`src/include/sbsr_defines.svh`:
```
`ifndef SBSR_DEFINES_SVH
`define SBSR_DEFINES_SVH

// ----------------------------------------
// Status byte field positions
// ----------------------------------------
`define SBSR_BIT_OPER    7
`define SBSR_BIT_REQ     6
`define SBSR_BIT_STD     5
`define SBSR_BIT_MSG     4
`define SBSR_BIT_OPDONE  0

// ----------------------------------------
// Reset values and masks
// ----------------------------------------
`define SBSR_SRE_RST     8'h00
`define SBSR_ESE_RST     8'h00
`define SBSR_SER_RST     8'h00
`define SBSR_SRE_MASK    8'hBF
`define SBSR_DONE_REPLY  8'h31

`endif

```
`src/include/sbsr_pkg.sv`:
```
package sbsr_pkg;

  // ----------------------------------------
  // Command codes
  // ----------------------------------------
  typedef enum logic [3:0] {
    CMD_NONE       = 4'h0,
    CMD_SRE_WR     = 4'h1,
    CMD_SRE_RD     = 4'h2,
    CMD_STB_RD     = 4'h3,
    CMD_ESE_WR     = 4'h4,
    CMD_ESE_RD     = 4'h5,
    CMD_ESR_RD     = 4'h6,
    CMD_CLS        = 4'h7,
    CMD_DONE_ARM   = 4'h8,
    CMD_DONE_QRY   = 4'h9,
    CMD_RST        = 4'hA
  } sbsr_cmd_t;

  // ----------------------------------------
  // Completion query states
  // ----------------------------------------
  typedef enum logic [2:0] {
    ST_IDLE  = 3'b001,
    ST_WAIT  = 3'b010,
    ST_REPLY = 3'b100
  } sbsr_wait_t;

endpackage

```
`src/rtl/sbsr_top.sv`:
```
`include "sbsr_defines.svh"

// Operation
// - Summary bits follow their sources combinationally, never latched.
// - Clearing an event register clears its summary bit directly.
// - Message bit clears once all output messages are read.
// - Bit 7 is the enabled operation event summary.
// - Bit 6 is OR of summary bits ANDed with enable mask.
// - Rising edge of master summary raises the service request line.
// - Status query returns whole byte, bit 6 as master summary, clears nothing.
// - Serial poll clears the request flag, not the master summary.
// - Master summary holds until all enabled summary bits clear.
// - Bit 5 is the enabled standard event summary.
// - Bit 4 is set while output buffer holds data.
// - Enable mask written with bit 6 forced to zero and read back that way; writing zero clears it.
// - No new request from same summary bit until its register clears.
// - Serial poll returns status byte with bit 6 set if requesting.
// - Status query goes through the ordinary command path.
// - Completion-arm command sets standard event bit 0 when operation ends.
// - Commands keep being accepted while completion arm is pending.
// - Completion query leaves bit 0, holds bus, then returns 8'h31 (ASCII 1).
// - Standard summary is OR of event bits ANDed with their enables.
module sbsr_top
  import sbsr_pkg::*;
(
  // Clock and reset
  input  wire logic       sys_clk_i,
  input  wire logic       arst_n_i,
  // Command path
  input  wire logic       cmd_valid_i,
  input  sbsr_cmd_t       cmd_code_i,
  input  wire logic [7:0] cmd_data_i,
  output logic            rsp_valid_o,
  output logic [7:0]      rsp_data_o,
  // Serial poll and request line
  input  wire logic       spoll_i,
  output logic [7:0]      spoll_byte_o,
  output logic            srq_o,
  // Status sources
  input  wire logic       oper_summary_i,
  output logic            oper_clear_o,
  input  wire logic       outbuf_nonempty_i,
  input  wire logic [7:0] std_event_set_i,
  // Operation tracking
  input  wire logic       op_busy_i,
  output logic            hold_bus_o,
  // Register views
  output logic [7:0]      status_summary_byte_o,
  output logic [7:0]      request_enable_mask_o
);

  // ----------------------------------------
  // Command decode
  // ----------------------------------------
  function automatic logic is_cmd(input logic v, input sbsr_cmd_t c,
                                  input sbsr_cmd_t t);
    is_cmd = v && (c == t);
  endfunction

  wire logic wr_sre   = is_cmd(cmd_valid_i, cmd_code_i, CMD_SRE_WR);
  wire logic rd_sre   = is_cmd(cmd_valid_i, cmd_code_i, CMD_SRE_RD);
  wire logic rd_stb   = is_cmd(cmd_valid_i, cmd_code_i, CMD_STB_RD);
  wire logic wr_ese   = is_cmd(cmd_valid_i, cmd_code_i, CMD_ESE_WR);
  wire logic rd_ese   = is_cmd(cmd_valid_i, cmd_code_i, CMD_ESE_RD);
  wire logic rd_esr   = is_cmd(cmd_valid_i, cmd_code_i, CMD_ESR_RD);
  wire logic do_cls   = is_cmd(cmd_valid_i, cmd_code_i, CMD_CLS);
  wire logic do_arm   = is_cmd(cmd_valid_i, cmd_code_i, CMD_DONE_ARM);
  wire logic do_qry   = is_cmd(cmd_valid_i, cmd_code_i, CMD_DONE_QRY);
  wire logic do_rst   = is_cmd(cmd_valid_i, cmd_code_i, CMD_RST);
  wire logic rsp_req  = rd_sre | rd_stb | rd_ese | rd_esr;

  // ----------------------------------------
  // Registers
  // ----------------------------------------
  logic [7:0] sre_ff;
  logic [7:0] ese_ff;
  logic [7:0] ser_ff;
  logic [7:0] en_src_ff;
  logic       request_service_flag_ff;
  logic       arm_ff;
  logic [7:0] spoll_byte_ff;
  logic       rsp_valid_ff;
  logic [7:0] rsp_data_ff;
  sbsr_wait_t state_ff;
  sbsr_wait_t nxt_state;

  // ----------------------------------------
  // Summary byte
  // ----------------------------------------
  // standard summary
  wire logic standard_event_summary_bit = |(ser_ff & ese_ff);
  wire logic operation_summary_bit = oper_summary_i;
  wire logic message_available_flag = outbuf_nonempty_i;

  wire logic [7:0] sum_src = {operation_summary_bit, 1'b0,
                              standard_event_summary_bit,
                              message_available_flag, 4'h0};
  wire logic [7:0] en_src = sum_src & sre_ff;
  wire logic master_summary_flag = |en_src;
  wire logic [7:0] summary_byte = sum_src
                                | {1'b0, master_summary_flag, 6'h00};
  wire logic [7:0] src_rise = en_src & ~en_src_ff;
  wire logic       any_rise = |src_rise;

  // ----------------------------------------
  // Completion tracking
  // ----------------------------------------
  // completion fires when idle
  wire logic done_fire = arm_ff && !op_busy_i;
  wire logic reply_go  = (state_ff == ST_REPLY) && !rsp_req;

  wire logic       ser_clr = rd_esr | do_cls;
  wire logic [7:0] nxt_ser = (ser_ff & {8{~ser_clr}}) | std_event_set_i
                           | {7'h00, done_fire};

  always_comb begin
    nxt_state = state_ff;
    case (state_ff)
      ST_IDLE: begin
        if (do_qry) begin
          nxt_state = ST_WAIT;
        end
      end
      ST_WAIT: begin
        if (do_rst) begin
          nxt_state = ST_IDLE;
        end else if (!op_busy_i) begin
          nxt_state = ST_REPLY;
        end
      end
      ST_REPLY: begin
        if (do_rst || reply_go) begin
          nxt_state = ST_IDLE;
        end
      end
      default: nxt_state = ST_IDLE;
    endcase
  end

  // ----------------------------------------
  // Response mux
  // ----------------------------------------
  // query via command path
  wire logic [7:0] rsp_mux = rd_sre ? sre_ff
                           : rd_ese ? ese_ff
                           : rd_esr ? ser_ff
                           : rd_stb ? summary_byte
                           : `SBSR_DONE_REPLY;

  // ----------------------------------------
  // Sequential
  // ----------------------------------------
  always_ff @(posedge sys_clk_i or negedge arst_n_i) begin
    if (!arst_n_i) begin
      sre_ff <= `SBSR_SRE_RST;
      ese_ff <= `SBSR_ESE_RST;
      ser_ff <= `SBSR_SER_RST;
    end else begin
      if (wr_sre) begin
        sre_ff <= cmd_data_i & `SBSR_SRE_MASK;
      end
      if (wr_ese) begin
        ese_ff <= cmd_data_i;
      end
      ser_ff <= nxt_ser;
    end
  end

  always_ff @(posedge sys_clk_i or negedge arst_n_i) begin
    if (!arst_n_i) begin
      en_src_ff               <= 8'h00;
      request_service_flag_ff <= 1'b0;
    end else begin
      en_src_ff <= en_src;
      if (any_rise) begin
        request_service_flag_ff <= 1'b1;
      end else if (spoll_i) begin
        request_service_flag_ff <= 1'b0;
      end
    end
  end

  always_ff @(posedge sys_clk_i or negedge arst_n_i) begin
    if (!arst_n_i) begin
      spoll_byte_ff <= 8'h00;
    end else if (spoll_i) begin
      spoll_byte_ff <= {summary_byte[7], request_service_flag_ff,
                        summary_byte[5:0]};
    end
  end

  always_ff @(posedge sys_clk_i or negedge arst_n_i) begin
    if (!arst_n_i) begin
      arm_ff   <= 1'b0;
      state_ff <= ST_IDLE;
    end else begin
      if (do_arm) begin
        arm_ff <= 1'b1;
      end else if (done_fire || do_rst) begin
        arm_ff <= 1'b0;
      end
      state_ff <= nxt_state;
    end
  end

  always_ff @(posedge sys_clk_i or negedge arst_n_i) begin
    if (!arst_n_i) begin
      rsp_valid_ff <= 1'b0;
      rsp_data_ff  <= 8'h00;
    end else begin
      // Command answers win; the reply waits for a cycle with no command answer
      rsp_valid_ff <= rsp_req | reply_go;
      if (rsp_req || reply_go) begin
        rsp_data_ff <= rsp_mux;
      end
    end
  end

  // ----------------------------------------
  // Outputs
  // ----------------------------------------
  assign rsp_valid_o           = rsp_valid_ff;
  assign rsp_data_o            = rsp_data_ff;
  assign spoll_byte_o          = spoll_byte_ff;
  assign srq_o                 = request_service_flag_ff;
  assign oper_clear_o          = do_cls;
  assign hold_bus_o            = (state_ff != ST_IDLE);
  assign status_summary_byte_o = summary_byte;
  assign request_enable_mask_o = sre_ff;
endmodule // sbsr_top

```
`config.mk`:
```
export PLATFORM = sky130hd
export DESIGN_NAME = sbsr_top
export DESIGN_NICKNAME = d
export VERILOG_FILES = /design/src/include/sbsr_pkg.sv /design/src/rtl/sbsr_top.sv
export VERILOG_INCLUDE_DIRS = /design/src /design/src/include
export SDC_FILE = /design/constraint.sdc
export NUM_CORES = 1
export LEC_CHECK = 0
export BUFFER_PORTS_ARGS = -buffer_cell sky130_fd_sc_hd__buf_2
export CAP_MARGIN = 30
export CORE_MARGIN = 5
export CORE_UTILIZATION = 40
export CTS_CLUSTER_DIAMETER = 60
export DETAILED_ROUTE_END_ITERATION = 10
export PLACE_DENSITY = 0.69
export SYNTH_ARGS = -nofsm -noshare
export SYNTH_HDL_FRONTEND = slang
export SYNTH_SLANG_ARGS = --single-unit
```
`constraint.sdc`:
```
create_clock -name sys_clk_i -period 3.4 [get_ports sys_clk_i]
set_clock_uncertainty 0.15 [all_clocks]
set_input_delay 0.51 -clock sys_clk_i [delete_from_list [all_inputs] [get_ports sys_clk_i]]
set_output_delay 0.51 -clock sys_clk_i [all_outputs]
set_load 0.01 [all_outputs]
```
# Word level (Yosys, flattened, before mapping)

Index checks and enable logic that the tools add are counted.

Bits in registers: 53
Input bits: 27
Output and inout bits: 36

Equality and inequality tests: 17
Multiplexer cells: 13
Bitwise gates (word level): 14
Reduce and logical (&&, ||, !) cells: 23

Operators by type and width:

| kind               | count |
|---|---|
| $and 8x8->8        | 4 |
| $mux 8             | 4 |
| $reduce_or 8->1    | 3 |
| $eq 4x3->1 const B | 4 |
| $eq 4x4->1 const B | 3 |
| $logic_and 1x1->1  | 12 |
| $mux 3             | 4 |
| $pmux 3 s3         | 1 |
| $eq 4x2->1 const B | 2 |
| $not 8->8          | 1 |
| $or 8x1->8         | 1 |
| $or 8x7->8         | 1 |
| $or 8x8->8         | 1 |
| $or 1x1->1         | 5 |
| $eq 4x1->1 const B | 1 |
| $mux 1             | 4 |
| $reduce_bool 2->1  | 2 |
| $eq 3x1->1 const B | 1 |
| $eq 3x2->1 const B | 1 |
| $eq 3x3->1 const B | 1 |
| $logic_or 1x1->1   | 3 |
| $ne 3x1->1 const B | 1 |
| $ne 3x3->1 const B | 1 |
| $reduce_and 3->1   | 1 |
| other kinds (4)    | 5 |

# Longest topological paths before layout

Depth in word-level cells: 10
Mapped depth: 7

# Worst setup path after synthesis

No wires, ideal clock.

Kind: input -> output
From: input port cmd_code_i[2]
To: output port oper_clear_o
Arrival time: 1,258 ps
Required time: 2,740 ps
Setup slack: 1,482 ps
Stages: 4
Cells stage by stage: buf_4 > buf_2 > nand3_1 > nor2_1

Longest elaborated chain between the ends: 2

RTL lines:

| element            | line           | text |
|---|---|---|
| start: declaration | sbsr_top.sv:31 | `input sbsr_cmd_t cmd_code_i,` |
| $eq 4x3->1         | sbsr_top.sv:57 | `is_cmd = v && (c == t);` |
| $logic_and 1x1->1  | sbsr_top.sv:57 |  |
| end: declaration   | sbsr_top.sv:41 | `output logic oper_clear_o,` |

No other way between the ends.

# Final worst setup path

From: register ese_ff[4]
To: output port status_summary_byte_o[6]

Longest elaborated chain between the ends: 5

RTL lines:

| element                  | line            | text |
|---|---|---|
| start: declaration       | sbsr_top.sv:76  | `logic [7:0] ese_ff;` |
| start signal: assignment | sbsr_top.sv:156 | `` ese_ff <= `SBSR_ESE_RST; `` |
| start signal: assignment | sbsr_top.sv:163 | `ese_ff <= cmd_data_i;` |
| $and 8x8->8              | sbsr_top.sv:91  | `wire logic standard_event_summary_bit = \|(ser_ff & ese_ff);` |
| $reduce_or 8->1          | sbsr_top.sv:91  |  |
| $and 8x8->8              | sbsr_top.sv:98  | `wire logic [7:0] en_src = sum_src & sre_ff;` |
| $reduce_or 8->1          | sbsr_top.sv:99  | `wire logic master_summary_flag = \|en_src;` |
| $or 8x7->8               | sbsr_top.sv:101 | `\| {1'b0, master_summary_flag, 6'h00};` |
| end: declaration         | sbsr_top.sv:48  | `output logic [7:0] status_summary_byte_o,` |

No other way between the ends.

==> results.yml <==
final_layout:
  areaGrowthSynthToFinish_pct: 13.80
  antennaDiodeCount: 0
  nNetsFinal: 276
  drive_above_1_share_pct: 36.40
grt:
  grt_max_degree: 45
  grt_pass1_wl_um: 8728
  grt_antenna_before_repair: 0
  grt_pass1_vias: 1698
  overflow: 0
  grtUsageTotal_pct: 15.09
route:
  via_per_inst: 5.202
  ant_nets: 0
  routedWlPerCell_um: 16.21
  drtIter0Drc: 136
  wirelength_um: 5219
  dr.pass1.iters: 4
  drc: 0
  via_count: 1675
critical_path:
  cp-startpoint: "ese_ff[4]"
  path_cells: "a22oi_1 -> nand4_1 -> nand2_1 -> nand2_1 -> buf_2"
  r2r-start: "ese_ff[4]"
  cp-end-kind: "output port"
  cp.required_ns: 2.74
  cp_top_family: "simple AND/OR/NAND/NOR gates"
  crit_type: "register to output port"
  crit_buf_inv: 1
  crit_fanout: 5
  critical-path-max-stage-delay_ns: 0.44
  crit_top_cell: "nand2_1"
  crit_arrival_ns: 1.67
  crit_path_start_kind: "register"
  cp_slowest_cell: "dfrtp_1"
placement:
  port_buffers: 53
  place.gp.congestion: 0.8600
  dp_hpwl_um: 3961
yosys:
  synth_top_area_share_pct: 46.74
  syn_inst: 202
  synth_area_um2: 2302
  synth_edf_count: 0
  synth.most_common_cell: "dfrtp_1"
  async_flop_share_pct: 100.0
  synth.distinct_cells: 53
  postSynthAreaPerCell_um2: 11.40
  netlist_top_cells_count: "dfrtp_1, buf_4, nor2_1"
  yosys.area.top_type: "dfrtp_1"
  ys_warn_count: 0
  synth.area.top_cells: "dfrtp_1, mux2_4, buf_4"
  ys_seq_area_share_pct: 47.88
  synth_seq_cells: 44
  synth_top_flop_cell: "dfrtp_1"
flow_run:
  cap_violations: 0
hold_path:
  min_path_type: "input port to asynchronous set/reset pin"
clock_tree:
  cts-resized-gates: 0
  cts_buffers: 5
  cts_hold_buf: 0
  numClockSinks: 44
  worstSkewPairLatency_ns: 0.30
  post_cts_buffers: 0
  cts-root-buf: "clkbuf_8"
  htreeDepth: 2
  cts_tree: "built"
  clk_path_buf_depth: 2
  clk_pin_slew_worst_paths_ns: 0.09
power:
  power_density_nw_per_um2: 492.8
  p_leak_nw: 1.194
  ir_drop_v: 0.0002191
  total_power_w: 0.001291
timing:
  setup_viol: 0
  maxSlewHeadroom_pct: 62.36
  fin_crit_sh_pct: 68.60
  fin_hold_ws_ns: -0.007334
  rsz0062_at_grt: "no"
  tightest_slew_ns: 0.5628
  max_freq_ghz: 0.4288
  slew_violations: 0
  finalSetupTns_ns: 0
  min_period_ns: 2.332
  final-hold-violation-count: 7
die:
  rows: 27
  coreArea_um2: 5540
  die-area_um2: 7373
  die_h_um: 85.87
  pin_count: 63
  initial_core_util_pct: 41.55
  dieWidth_um: 85.87
outcome:
  violations: "negative hold slack"
  outcome: "finished, violations left"
==> metrics by stage <==
| stage | hold slack (ns) | instance area [µm²] | setup slack (ns) | util [%] | cells |
|---|---|---|---|---|---|
| floorplan | 0.06441 | 2332 | 1.482 | - | 210 |
| global placement | 0.2684 | 2512 | 1.173 | 45.35 | 313 |
| detailed placement | 0.2810 | 2512 | 1.135 | 45.35 | 313 |
| CTS | 0.2256 | 2600 | 1.042 | 46.93 | 321 |
| global route | 0.006711 | 2620 | 0.9629 | 47.29 | 322 |
| finish | -0.007334 | 2620 | 1.068 | 47.29 | 322 |
==> logic make-up (layout without fill, tap and decap cells) <==
kind of cell / Yosys count / count (layout) / share of synthesized area [%]
simple gates: 56 / 56 / 14.73
other cells: 1 / 9 / 0.1629
compound gates: 52 / 52 / 18.04
mux: 18 / 18 / 10.11
flops: 44 / 44 / 47.88
buf+inv: 31 / 71 / 9.076
==> placed cells by master (no fill, tap or decap), drive strengths merged, types with 4 or more instances in the layout <==
cell	instances
o21ai	6
mux2	18
dfrtp	43
nor3	4
nand2	6
a221o	4
nand3	4
clkbuf	5
a21o	8
a22oi	11
inv	9
nor2b	4
and2	4
conb	9
nand2b	7
buf	54
nor2	13
==> cell type report <==
type                            count  area, µm²
Fill cell                         553       2920
Tap cell                           72      90.09
Sequential cell                    44       1102
Inverter                            9      33.78
Clock buffer                        5      68.82
Multi-Input combinational cell    135       1021
Timing Repair Buffer               54      285.3
Clock inverter                      3      18.77
==> worst paths after layout <==
check	endpoint	slack [ns]	cells past startpoint
worst max register to register	rsp_data_o[6]	1.59	4
min in group sys_clk_i	ser_ff[6]	0.23	2
worst min register to register	srq_o	0.29	1
worst min-delay path	request_enable_mask_o[2]	-0.007	1
worst max-delay path	status_summary_byte_o[6]	1.07	5
max in group asynchronous	state_ff[0]	2.56	2
==> state kept, by name (all words and copies together), names as in the netlist <==
register               flops
ser_ff                     8
rsp_data_o                 8
request_enable_mask_o      7
spoll_byte_o               4
en_src_ff                  3
arm_ff                     1
srq_o                      1
rsp_valid_o                1
state_ff                   3
ese_ff                     8
==> layer usage <==
layer	track usage [%]	wire length (µm)	vias to the layer above
li1	-	-	800
met1	20.64	2352	812
met2	23.55	2472	58
met3	4.419	350	5
met4	3.597	42	0
met5	0	0	-
==> worst reg2reg max path, cell delays in order, from the launching register on <==
cell and delay [ns]:
dfrtp_1 0.44, a22oi_1 0.20, nand4_1 0.30, a32o_1 0.36, a32o_1 0.25
==> where the power goes <==
group          internal [W]  switching (W)  total [W]
registers          0.000605      0.0000653   0.000670
clock network      0.000144       0.000189   0.000332
logic              0.000149       0.000140   0.000289
total              0.000897       0.000394    0.00129
(Power assumes the default switching activity.)
